==> config.mk <==
export PLATFORM = sky130hd
export DESIGN_NAME = adc_input_sequencer
export DESIGN_NICKNAME = d
export VERILOG_FILES = /design/src/common/adc_seq_pkg.sv /design/src/core/adc_input_sequencer.sv /design/src/core/adc_slot_plan.sv
export SDC_FILE = /design/constraint.sdc
export NUM_CORES = 1
export LEC_CHECK = 0
export BUFFER_PORTS_ARGS = -buffer_cell sky130_fd_sc_hd__buf_2
export CORE_MARGIN = 2
export CORE_UTILIZATION = 45
export DETAILED_ROUTE_END_ITERATION = 7
export PLACE_DENSITY = 0.66
export SLEW_MARGIN = 20
export SYNTH_ARGS = -nofsm -noshare
export SYNTH_HDL_FRONTEND = slang
export SYNTH_SLANG_ARGS = --single-unit
==> constraint.sdc <==
create_clock -name aclk -period 3.1 [get_ports aclk]
set_input_delay 0.775 -clock aclk [delete_from_list [all_inputs] [get_ports aclk]]
set_output_delay 0.775 -clock aclk [all_outputs]
set_load 0.05 [all_outputs]
==> src/common/adc_seq_pkg.sv <==
// Purpose: shared constants and types for the adc input sequencer
// Assumes: 32-bit axi4-lite register bus, 250 MHz aclk
// Notes: select registers keep a word index; their byte address is four times it
package adc_seq_pkg;
   localparam logic [7:0] IDX_SELECT_LOW = 8'h50;
   localparam logic [7:0] IDX_SELECT_HIGH = 8'h51;
   localparam logic [9:0] OFS_SELECT_LOW = {IDX_SELECT_LOW, 2'b00};
   localparam logic [9:0] OFS_SELECT_HIGH = {IDX_SELECT_HIGH, 2'b00};
   localparam logic [9:0] OFS_SEQ_CTRL = 10'h060;
   localparam logic [9:0] OFS_SEQ_STATUS = 10'h064;
   localparam logic [15:0] SELECT_LOW_RESET = 16'h0000;
   localparam logic [15:0] SELECT_HIGH_RESET = 16'h0000;
   localparam logic [15:0] SELECT_LOW_WMASK = 16'h7FFF;
   localparam logic [15:0] SELECT_HIGH_WMASK = 16'h7FFF;
   localparam int BIT_SE0 = 14;
   localparam int BIT_SE1 = 13;
   localparam int BIT_DF01 = 12;
   localparam int BIT_SE2 = 11;
   localparam int BIT_SE3 = 10;
   localparam int BIT_DF23 = 9;
   localparam int BIT_SE13 = 14;
   localparam int NUM_SLOTS = 18;
   localparam logic [1:0] RESP_OKAY = 2'b00;
   localparam logic [1:0] RESP_SLVERR = 2'b10;

   typedef struct packed {
      logic [3:0] channel;
      logic diff;
   } conv_req_type;

   typedef struct packed {
      logic [15:0] low;
      logic [15:0] high;
   } select_pair_type;
endpackage

==> src/core/adc_input_sequencer.sv <==
// Purpose: channel selection registers and conversion sequencer
// Assumes: converter core answers each request with a done pulse
// Notes: selection is latched when a sequence starts
//
// Decided for this implementation: register access over AXI4-Lite.
`timescale 1ns/1ps
`default_nettype none
// Operation
// - convert only inputs whose select bit is 1
// - walk low register from bit 14 down
// - then high register bits 14 to 12
// - single-ended result to register n, unsigned
// - pair 0/1 differential into register 0, signed
// - pair 2/3 differential into register 2, signed
// - bits 14/13 override differential bit 12
// - bits 11/10 override differential bit 9
// - pair 0/1 differential only when alone
// - pair 2/3 differential only when alone
// - low bits 8..0 pick inputs 4..12
// - low select at 50h, resets to zero
// - high select at 51h, resets to zero
module adc_input_sequencer
   import adc_seq_pkg::*;
(
   // clock and reset
   input wire logic aclk,
   input wire logic aresetn,
   // axi4-lite write address
   input wire logic [9:0] s_axi_awaddr,
   input wire logic s_axi_awvalid,
   output logic s_axi_awready,
   // axi4-lite write data
   input wire logic [31:0] s_axi_wdata,
   input wire logic [3:0] s_axi_wstrb,
   input wire logic s_axi_wvalid,
   output logic s_axi_wready,
   // axi4-lite write response
   output logic [1:0] s_axi_bresp,
   output logic s_axi_bvalid,
   input wire logic s_axi_bready,
   // axi4-lite read address
   input wire logic [9:0] s_axi_araddr,
   input wire logic s_axi_arvalid,
   output logic s_axi_arready,
   // axi4-lite read data
   output logic [31:0] s_axi_rdata,
   output logic [1:0] s_axi_rresp,
   output logic s_axi_rvalid,
   input wire logic s_axi_rready,
   // converter core
   output conv_req_type conv_req,
   output logic conv_start,
   input wire logic conv_done,
   // result steering to data registers
   output logic [3:0] result_index,
   output logic result_twos,
   output logic seq_busy
);
   typedef enum logic [2:0] {
      ST_IDLE = 3'b001,
      ST_SCAN = 3'b010,
      ST_WAIT = 3'b100
   } seq_state_type;

   seq_state_type state_ff, nxt_state;
   logic [15:0] sel_low_ff;
   logic [15:0] sel_high_ff;
   select_pair_type latched_ff;
   logic [NUM_SLOTS-1:0] slot_en;
   logic [4:0] slot_ff;
   logic continuous_ff;
   logic start_req_ff;
   logic [15:0] seq_count_ff;
   logic plan_ready_ff;
   conv_req_type conv_req_ff;
   logic conv_start_ff;
   logic [3:0] result_index_ff;
   logic result_twos_ff;
   logic seq_busy_ff;

   // bus state
   logic aw_held_ff, w_held_ff;
   logic [9:0] aw_addr_ff;
   logic [31:0] w_data_ff;
   logic [3:0] w_strb_ff;
   logic bvalid_ff;
   logic [1:0] bresp_ff;
   logic rvalid_ff;
   logic [31:0] rdata_ff;
   logic [1:0] rresp_ff;
   logic do_write;
   logic [15:0] wmask16;
   logic awready_ff, wready_ff, arready_ff;
   logic nxt_aw_held, nxt_w_held, nxt_bvalid;

   assign s_axi_awready = awready_ff;
   assign s_axi_wready = wready_ff;
   assign s_axi_arready = arready_ff;
   assign s_axi_bvalid = bvalid_ff;
   assign s_axi_bresp = bresp_ff;
   assign s_axi_rvalid = rvalid_ff;
   assign s_axi_rdata = rdata_ff;
   assign s_axi_rresp = rresp_ff;
   assign conv_req = conv_req_ff;
   assign conv_start = conv_start_ff;
   assign result_index = result_index_ff;
   assign result_twos = result_twos_ff;
   assign seq_busy = seq_busy_ff;

   assign do_write = aw_held_ff & w_held_ff & ~bvalid_ff;
   assign wmask16 = {{8{w_strb_ff[1]}}, {8{w_strb_ff[0]}}};
   assign nxt_aw_held = (s_axi_awvalid & awready_ff) | (aw_held_ff & ~do_write);
   assign nxt_w_held = (s_axi_wvalid & wready_ff) | (w_held_ff & ~do_write);
   assign nxt_bvalid = do_write | (bvalid_ff & ~s_axi_bready);

   // readies come from flops: each is the inverse of next cycle's held or pending state
   always_ff @(posedge aclk) begin
      if (!aresetn) begin
         awready_ff <= 1'b1;
         wready_ff <= 1'b1;
      end else begin
         awready_ff <= ~nxt_aw_held & ~nxt_bvalid;
         wready_ff <= ~nxt_w_held & ~nxt_bvalid;
      end
   end

   // address and data may arrive in either order
   always_ff @(posedge aclk) begin
      if (!aresetn) begin
         aw_held_ff <= 1'b0;
         aw_addr_ff <= 10'h000;
      end else if (s_axi_awvalid && s_axi_awready) begin
         aw_held_ff <= 1'b1;
         aw_addr_ff <= s_axi_awaddr;
      end else if (do_write) begin
         aw_held_ff <= 1'b0;
      end
   end

   always_ff @(posedge aclk) begin
      if (!aresetn) begin
         w_held_ff <= 1'b0;
         w_data_ff <= 32'h00000000;
         w_strb_ff <= 4'h0;
      end else if (s_axi_wvalid && s_axi_wready) begin
         w_held_ff <= 1'b1;
         w_data_ff <= s_axi_wdata;
         w_strb_ff <= s_axi_wstrb;
      end else if (do_write) begin
         w_held_ff <= 1'b0;
      end
   end

   always_ff @(posedge aclk) begin
      if (!aresetn) begin
         bvalid_ff <= 1'b0;
         bresp_ff <= RESP_OKAY;
      end else if (do_write) begin
         bvalid_ff <= 1'b1;
         if (aw_addr_ff == OFS_SELECT_LOW || aw_addr_ff == OFS_SELECT_HIGH ||
             aw_addr_ff == OFS_SEQ_CTRL) begin
            bresp_ff <= RESP_OKAY;
         end else begin
            bresp_ff <= RESP_SLVERR;
         end
      end else if (s_axi_bready) begin
         bvalid_ff <= 1'b0;
      end
   end

   // selection registers; bit 15 reads zero
   always_ff @(posedge aclk) begin
      if (!aresetn) begin
         sel_low_ff <= SELECT_LOW_RESET;
         sel_high_ff <= SELECT_HIGH_RESET;
      end else if (do_write) begin
         if (aw_addr_ff == OFS_SELECT_LOW) begin
            sel_low_ff <= (sel_low_ff & ~(wmask16 & SELECT_LOW_WMASK)) |
                          (w_data_ff[15:0] & wmask16 & SELECT_LOW_WMASK);
         end
         if (aw_addr_ff == OFS_SELECT_HIGH) begin
            sel_high_ff <= (sel_high_ff & ~(wmask16 & SELECT_HIGH_WMASK)) |
                           (w_data_ff[15:0] & wmask16 & SELECT_HIGH_WMASK);
         end
      end
   end

   // control: bit 0 one-shot start, bit 1 continuous
   always_ff @(posedge aclk) begin
      if (!aresetn) begin
         continuous_ff <= 1'b0;
         start_req_ff <= 1'b0;
      end else begin
         if (do_write && aw_addr_ff == OFS_SEQ_CTRL && w_strb_ff[0]) begin
            continuous_ff <= w_data_ff[1];
            // a start written while one is pending is merged, not lost
            // a start consumed in this same cycle is not re-armed by a write of zero
            start_req_ff <= w_data_ff[0] | (start_req_ff && state_ff != ST_IDLE);
         end else if (state_ff == ST_IDLE && start_req_ff) begin
            start_req_ff <= 1'b0;
         end
      end
   end

   always_ff @(posedge aclk) begin
      if (!aresetn) begin
         rvalid_ff <= 1'b0;
         arready_ff <= 1'b1;
         rdata_ff <= 32'h00000000;
         rresp_ff <= RESP_OKAY;
      end else if (s_axi_arvalid && s_axi_arready) begin
         rvalid_ff <= 1'b1;
         arready_ff <= 1'b0;
         rresp_ff <= RESP_OKAY;
         case (s_axi_araddr)
            OFS_SELECT_LOW: rdata_ff <= {16'h0000, sel_low_ff};
            OFS_SELECT_HIGH: rdata_ff <= {16'h0000, sel_high_ff};
            OFS_SEQ_CTRL: rdata_ff <= {30'h00000000, continuous_ff, 1'b0};
            OFS_SEQ_STATUS: rdata_ff <= {seq_count_ff, 6'h00, slot_ff, 4'h0, seq_busy_ff};
            default: begin
               rdata_ff <= 32'h00000000;
               rresp_ff <= RESP_SLVERR;
            end
         endcase
      end else if (s_axi_rready) begin
         rvalid_ff <= 1'b0;
         arready_ff <= 1'b1;
      end
   end

   adc_slot_plan u_plan (
      .aclk(aclk),
      .aresetn(aresetn),
      .sel(latched_ff),
      .slot_en_ff(slot_en)
   );

   always_comb begin
      nxt_state = state_ff;
      case (state_ff)
         ST_IDLE: begin
            if (start_req_ff || continuous_ff) begin
               nxt_state = ST_SCAN;
            end
         end
         ST_SCAN: begin
            if (!plan_ready_ff) begin
               nxt_state = ST_SCAN;
            end else if (slot_ff >= 5'(NUM_SLOTS)) begin
               nxt_state = ST_IDLE;
            end else if (slot_en[slot_ff]) begin
               nxt_state = ST_WAIT;
            end
         end
         ST_WAIT: begin
            if (conv_done) begin
               nxt_state = ST_SCAN;
            end
         end
         default: nxt_state = ST_IDLE;
      endcase
   end

   always_ff @(posedge aclk) begin
      if (!aresetn) begin
         state_ff <= ST_IDLE;
      end else begin
         state_ff <= nxt_state;
      end
   end

   // snapshot of the selection, held until the sequence ends
   always_ff @(posedge aclk) begin
      if (!aresetn) begin
         latched_ff <= '0;
         plan_ready_ff <= 1'b0;
      end else if (state_ff == ST_IDLE && nxt_state == ST_SCAN) begin
         latched_ff <= '{low: sel_low_ff, high: sel_high_ff};
         plan_ready_ff <= 1'b0;
      end else begin
         // plan module registers its output, so wait one cycle
         plan_ready_ff <= (state_ff != ST_IDLE);
      end
   end

   always_ff @(posedge aclk) begin
      if (!aresetn) begin
         slot_ff <= 5'h00;
      end else if (state_ff == ST_IDLE) begin
         slot_ff <= 5'h00;
      end else if (state_ff == ST_SCAN && plan_ready_ff && slot_ff < 5'(NUM_SLOTS)) begin
         if (!slot_en[slot_ff]) begin
            slot_ff <= slot_ff + 5'h01;
         end
      end else if (state_ff == ST_WAIT && conv_done) begin
         slot_ff <= slot_ff + 5'h01;
      end
   end

   // channel request: slots 0..14 map to low bits 14..0, 15..17 to inputs 13..15
   always_ff @(posedge aclk) begin
      if (!aresetn) begin
         conv_req_ff <= '0;
         conv_start_ff <= 1'b0;
      end else begin
         conv_start_ff <= 1'b0;
         if (state_ff == ST_SCAN && plan_ready_ff && slot_ff < 5'(NUM_SLOTS) && slot_en[slot_ff]) begin
            conv_start_ff <= 1'b1;
            case (slot_ff)
               5'h00: conv_req_ff <= '{channel: 4'h0, diff: 1'b0};
               5'h01: conv_req_ff <= '{channel: 4'h1, diff: 1'b0};
               5'h02: conv_req_ff <= '{channel: 4'h0, diff: 1'b1};
               5'h03: conv_req_ff <= '{channel: 4'h2, diff: 1'b0};
               5'h04: conv_req_ff <= '{channel: 4'h3, diff: 1'b0};
               5'h05: conv_req_ff <= '{channel: 4'h2, diff: 1'b1};
               default: begin
                  if (slot_ff >= 5'h0F) begin
                     conv_req_ff <= '{channel: 4'(slot_ff - 5'h02), diff: 1'b0};
                  end else begin
                     conv_req_ff <= '{channel: 4'(slot_ff - 5'h02), diff: 1'b0};
                  end
               end
            endcase
         end
      end
   end

   // result destination follows the request that just finished
   always_ff @(posedge aclk) begin
      if (!aresetn) begin
         result_index_ff <= 4'h0;
         result_twos_ff <= 1'b0;
      end else if (state_ff == ST_WAIT && conv_done) begin
         result_index_ff <= conv_req_ff.channel;
         result_twos_ff <= conv_req_ff.diff;
      end
   end

   always_ff @(posedge aclk) begin
      if (!aresetn) begin
         seq_busy_ff <= 1'b0;
         seq_count_ff <= 16'h0000;
      end else begin
         seq_busy_ff <= (nxt_state != ST_IDLE);
         if (state_ff == ST_SCAN && nxt_state == ST_IDLE) begin
            seq_count_ff <= seq_count_ff + 16'h0001;
         end
      end
   end
endmodule
`default_nettype wire

==> src/core/adc_slot_plan.sv <==
// Purpose: turns the latched selection into an ordered slot mask
// Assumes: inputs are stable for the whole sequence
// Notes: registered output, one cycle late after a change
`timescale 1ns/1ps
`default_nettype none
module adc_slot_plan
   import adc_seq_pkg::*;
(
   // clock and reset
   input wire logic aclk,
   input wire logic aresetn,
   // selection in
   input wire select_pair_type sel,
   // slot enables, index 0 visited first
   output logic [NUM_SLOTS-1:0] slot_en_ff
);
   logic [NUM_SLOTS-1:0] nxt_slot_en;
   logic se01;
   logic se23;

   always_comb begin
      se01 = sel.low[BIT_SE0] | sel.low[BIT_SE1];
      se23 = sel.low[BIT_SE2] | sel.low[BIT_SE3];
      // slot order follows bits 14 down to 0, then high bits 14 down to 12
      for (int i = 0; i < 15; i++) begin
         nxt_slot_en[i] = sel.low[14-i];
      end
      nxt_slot_en[14-BIT_DF01] = sel.low[BIT_DF01] & ~se01;
      nxt_slot_en[14-BIT_DF23] = sel.low[BIT_DF23] & ~se23;
      for (int j = 0; j < 3; j++) begin
         nxt_slot_en[15+j] = sel.high[BIT_SE13-j];
      end
   end

   always_ff @(posedge aclk) begin
      if (!aresetn) begin
         slot_en_ff <= '0;
      end else begin
         slot_en_ff <= nxt_slot_en;
      end
   end
endmodule
`default_nettype wire

# Word level (Yosys, flattened, before mapping)
# Index checks and enable logic that the tools add are counted.
# classes
eq_ne	20
n_reduce_logical	29
mux	27
bitwise_logic	32
add_sub_neg	3
n_lt_le_gt_ge	3
# op_table
operator	count
32-bit one-hot mux with 4 select lines	1
10-bit by 9-bit == test with 1-bit output (second input constant)	4
16-bit AND	2
16-bit by 15-bit OR with 16-bit output	2
10-bit by 7-bit == test with 1-bit output (second input constant)	3
5-bit one-hot mux with 6 select lines	1
16-bit by 1-bit adder with 16-bit output (second input constant)	1
15-bit NOT with 16-bit output	1
15-bit AND	1
3-bit two-way mux	5
5-bit two-way mux	3
1-bit logical AND	13
1-bit two-way mux	13
2-bit nonzero test	6
1-bit AND	11
5-bit by 2-bit == test with 1-bit output (second input constant)	2
5-bit by 3-bit == test with 1-bit output (second input constant)	2
1-bit NOT	9
3-bit one-hot mux with 3 select lines	1
3-bit by 1-bit == test with 1-bit output (second input constant)	2
3-bit by 2-bit == test with 1-bit output (second input constant)	2
5-bit by 6-bit < comparator with 1-bit output (second input constant)	1
3-bit by 1-bit inequality test with 1-bit output (second input constant)	2
1-bit OR	6
other kinds (14)	20
# totals
reg_bits	189
inputBits	64
elab_cells	144
output_inout_bits	53

# Longest topological paths before layout
# logic_depth
word_depth	9
ltp_mapped	10
depth_no_buf	8

# Hierarchy
# Synthesis repeated with hierarchy kept, for this count alone.
# unflattened
hier_cells	835
hier_area_um2	7472.2
# modules_own_cells
mod	area_per_inst_um2	cells_each	seq_area_each_um2	n_inst
adc_input_sequencer	6960.4	798	3323.2	1
adc_slot_plan	511.7	37	360.3	1

# Worst setup path after synthesis
# Ideal clock, no wire load.
# synth_timing
path_kind	register -> register
start	register slot_ff[1]
end	register seq_count_ff[14]
period_less_slack_ns	2.494
setup_ns	0.072
stages_incl_launch_ff	10
t_arrival_ns	2.422
path_slack_ns	0.606
n_path_buf	2
required_ns	3.028
cell_sequence	dfxtp_1 buf_2 inv_1 ha_1 nor2b_1 a2111oi_0 o21ai_1 clkbuf_1 a2111oi_0 mux2i_1
# synth_via
elab_chain_cells	8
word_cells_on_any_way	9
cone_classes	order compare (1); eq/ne (1); mux (6); reduce/logical (1)
# synth_rtl
item	line	source
from (decl)	adc_input_sequencer.sv:70	logic [4:0] slot_ff;
from (signal assigned)	adc_input_sequencer.sv:293	slot_ff <= slot_ff + 5'h01;
from (signal assigned)	adc_input_sequencer.sv:296	slot_ff <= slot_ff + 5'h01;
1-bit binary-select mux with 5-bit select	adc_input_sequencer.sv:251	end else if (slot_en[slot_ff]) begin
1-bit two-way mux (implied by the code)	adc_input_sequencer.sv:251	
3-bit two-way mux	adc_input_sequencer.sv:251	
3-bit two-way mux (*)	adc_input_sequencer.sv:249	end else if (slot_ff >= 5'(NUM_SLOTS)) begin
3-bit two-way mux (*)	adc_input_sequencer.sv:247	if (!plan_ready_ff) begin
3-bit one-hot mux with 3 select lines (*)	adc_input_sequencer.sv:240	case (state_ff)
3-bit by 1-bit == test with 1-bit output (*)	adc_input_sequencer.sv:345	if (state_ff == ST_SCAN && nxt_state == ST_IDLE) begin
1-bit logical AND (*)	adc_input_sequencer.sv:345	
to (signal assigned)	adc_input_sequencer.sv:346	seq_count_ff <= seq_count_ff + 16'h0001;
to (decl)	adc_input_sequencer.sv:73	logic [15:0] seq_count_ff;
# Every way passes the cells marked *; elsewhere a longest branch is shown, timed or not. The select of a mux whose other input is x is not followed.
# A chain may end at the register's enable or synchronous reset.

# Worst setup path in the final report
# Same ends and word-level chain as after synthesis.

==> impl_metrics.toml <==
[outcome]
outcome = "finished clean"

[clocking]
clk_pin_slew_ns = 0.06
numCtsBuffers = 17
ctsRootBufferMaster = "clkbuf_16"
cts_resized = 0
clkLatencyLatePin_ns = 0.42
cts_tree = "done"
htree_levels = 4
ctsHoldBuffers = 0
cts.sinks = 172
clockBufferDepth = 2
postCtsSetupBuffers = 0

[drt]
routedWlPerCell_um = 14.7
firstDrtPassIters = 5
drt_iter0_drc = 364
wl_um = 15700
vias = 5628
vias_per_cell = 5.25
ant_nets = 0
drcViolationCount = 0

[yosys]
synth_top_area_cell = "dfxtp_1"
synth_area_leaders = "dfxtp_1, nand2_1, a21oi_1"
synth_edf_count = 0
yosys_warnings = 0
synth_cell_types = 59
synth_area_sq_mm = 0.00689
synth_compound_gate_area_share_pct = 14.7
yosys.area_share.xor_xnor_pct = 1.78
synth-async-reset-ratio_pct = 0
synth_flop_cell = "dfxtp_1"
synth_fa_ha_area_share_pct = 1.27
ys_seq_elements = 172
ys_seq_area_share_pct = 50.0
synth.top_cell.area_share_pct = 50.0
synth_simple_gate_area_share_pct = 21.9
syn_area_per_cell_sq_um = 8.75
synth_top_family_by_area = "simple AND/OR/NAND/NOR gates"
synth_mux_area_share_pct = 6.36
synth_cells = 787

[die]
rows = 45
num_io_pins = 117
die_y_um = 128
design.die.area_sq_mm = 0.0163
die_w_um = 128
initial_core_util_pct = 45.6
coreArea_sq_mm = 0.0151

[timing]
final_hold_viol_count = 0
setup_tns_ns = 0
fmax_mhz = 371
fin_worst_skew_ns = 0.00718
rsz0062_at_grt = "no"
relSlewSlack_pct = 42.1
tightest_slew_ns = 0.866
finalCritPeriodShare_pct = 86.9
drv_slew = 0
fin_crit_ns = 2.69
setup_viol = 0

[critical_path]
endpoint_kind = "register"
path_class = "reg -> reg"
crit_path_max_fanout = 12
critPathArrivalTime_ns = 3.05
cp-start-kind = "register"
worst_ep_required_time_ns = 3.45
rrSetupSlack_ns = 0.41

[layout]
nets = 941
layout-drive-gt1-share_pct = 17.7
areaGrowthSynthToFinish_pct = 19.5
ff_latch_area_sq_mm = 0.00344
fillers = 1442
multiInputGateArea_sq_mm = 0.00318
antenna_cells = 0

[place]
place.gp.congestion = 0.833
port_buffers = 94
place_hpwl_um = 10900

[pwr]
powerDensity_mw_per_mm2 = 599
ir_drop_v = 0.000410
power_mw = 4.93
p_leak_nw = 3.31

[global_route]
grt_pass1_vias = 5308
grt_max_degree = 85
grt_use_total_pct = 20.0
antenna_found_initial = 0
grt_pass1_wl_um = 26200
overflow = 0

[hold_path]
worstHoldPathType = "reg -> reg"

[job]
maxCapViolations = 0
## critical path: stages (launching register included)
cell and delay [ns]:
dfxtp_1 0.33, buf_4 0.21, ha_1 0.24, nand2b_1 0.11, a2111oi_0 0.40, o21ai_1 0.34
a2111oi_0 0.63, buf_4 0.21, mux2i_1 0.16
## layer usage
| metal | track usage [%] | wire length, um | part of all wire [%] | up-vias |
|---|---|---|---|---|
| met2 | 31.0 | 7160 | 46 | 123 |
| met3 | 4.13 | 698 | 4.4 | 12 |
| met5 | 0 | 0 | 0 | - |
| met1 | 28.0 | 7720 | 49 | 2627 |
| li1 | - | - | - | 2866 |
| met4 | 6.46 | 139 | 0.88 | 0 |
## power by group
group          switching, mW  internal, mW
Combinational          0.132        0.0574
Sequential            0.0227          2.24
Clock                  0.876          1.60
## cell type report
cell class | instances | share of cell area, %
Sequential cell | 172 | 41.8
Multi-Input combinational cell | 551 | 38.6
Timing Repair Buffer | 112 | 7.51
Clock buffer | 18 | 5.22
Clock inverter | 14 | 3.21
Tap cell | 188 | 2.86
Inverter | 16 | 0.745
## path summary, 6_finish.rpt
check	start	endpoint	depth (start not counted)
worst max-delay path	slot_ff[1]	seq_count_ff[14]	8
worst min-delay path	latched_ff[30]	u_plan.slot_en_ff[2]	1
worst max register to register	slot_ff[1]	seq_count_ff[14]	8
worst min register to register	latched_ff[30]	u_plan.slot_en_ff[2]	1
## kinds of logic (layout without fill, tap and decap cells)
| kind of cell | after synthesis | count (layout) |
|---|---|---|
| multiplexers | 41 | 41 |
| AO/OA/AOI/OAI | 158 | 158 |
| flip-flops | 172 | 172 |
| buffers and inverters | 66 | 160 |
| other | 1 | 3 |
| XOR/XNOR | 14 | 14 |
| AND/OR/NAND/NOR | 328 | 328 |
| adder cells (fa/ha/maj) | 7 | 7 |
## synthesized netlist by cell type, types with 3 or more instances
library cell	instances
a22oi_1	8
nor2b_1	6
dfxtp_1	172
nand2b_1	5
nor3_1	10
xnor2_1	12
nor3b_1	3
ha_1	7
nand2_1	150
nor2_1	64
inv_1	15
o211a_1	3
and3_1	5
or3_1	3
a222oi_1	6
clkbuf_1	36
nor4_1	4
buf_1	6
a2bb2oi_1	6
nand4_1	6
o21ai_0	21
nand3_1	31
a21o_1	3
buf_4	4
and2_1	28
nor4b_1	5
a21oi_1	86
mux2i_1	37
a211oi_1	4
a2111oi_1	3
## through the flow
stage / util, % / worst slack, ns / cells / hold WS, ns / cell area [sq um]
after detailed placement: 49.9 / 0.448 / 1039 / 0.440 / 7530
after CTS: 54.5 / 0.405 / 1071 / 0.449 / 8230
after global placement: 49.9 / 0.424 / 1039 / 0.433 / 7530
after global routing: 54.5 / 0.213 / 1071 / 0.465 / 8230
final: 54.5 / 0.407 / 1071 / 0.447 / 8230
after floorplan: - / 0.606 / 789 / 0.414 / 6890
## cells in the final DEF, fill, tap and decap left out, types with 3 or more instances in the layout
master | Yosys | final
a211oi_1 | 4 | 4
clkinv_2 | 0 | 3
buf_4 | 4 | 17
nor4_1 | 4 | 4
inv_1 | 15 | 15
o211a_1 | 3 | 3
nor3_1 | 10 | 10
nand2_1 | 150 | 150
nand3_1 | 31 | 31
a2111oi_1 | 3 | 3
mux2i_1 | 37 | 37
nor2_1 | 64 | 64
buf_2 | 2 | 94
a22oi_1 | 8 | 8
nor3b_1 | 3 | 3
a222oi_1 | 6 | 6
dfxtp_1 | 172 | 172
nand2b_1 | 5 | 5
xnor2_1 | 12 | 12
a21oi_1 | 86 | 86
nor2b_1 | 6 | 6
nor4b_1 | 5 | 5
o21ai_0 | 21 | 20
ha_1 | 7 | 7
and2_1 | 28 | 28
clkbuf_16 | 0 | 17
inv_6 | 0 | 3
a21o_1 | 3 | 3
bufinv_16 | 0 | 7
nand4_1 | 6 | 6
conb_1 | 1 | 3
or3_1 | 3 | 3
a2bb2oi_1 | 6 | 6
and3_1 | 5 | 5
No activity file was read; power rests on OpenSTA's default activity.
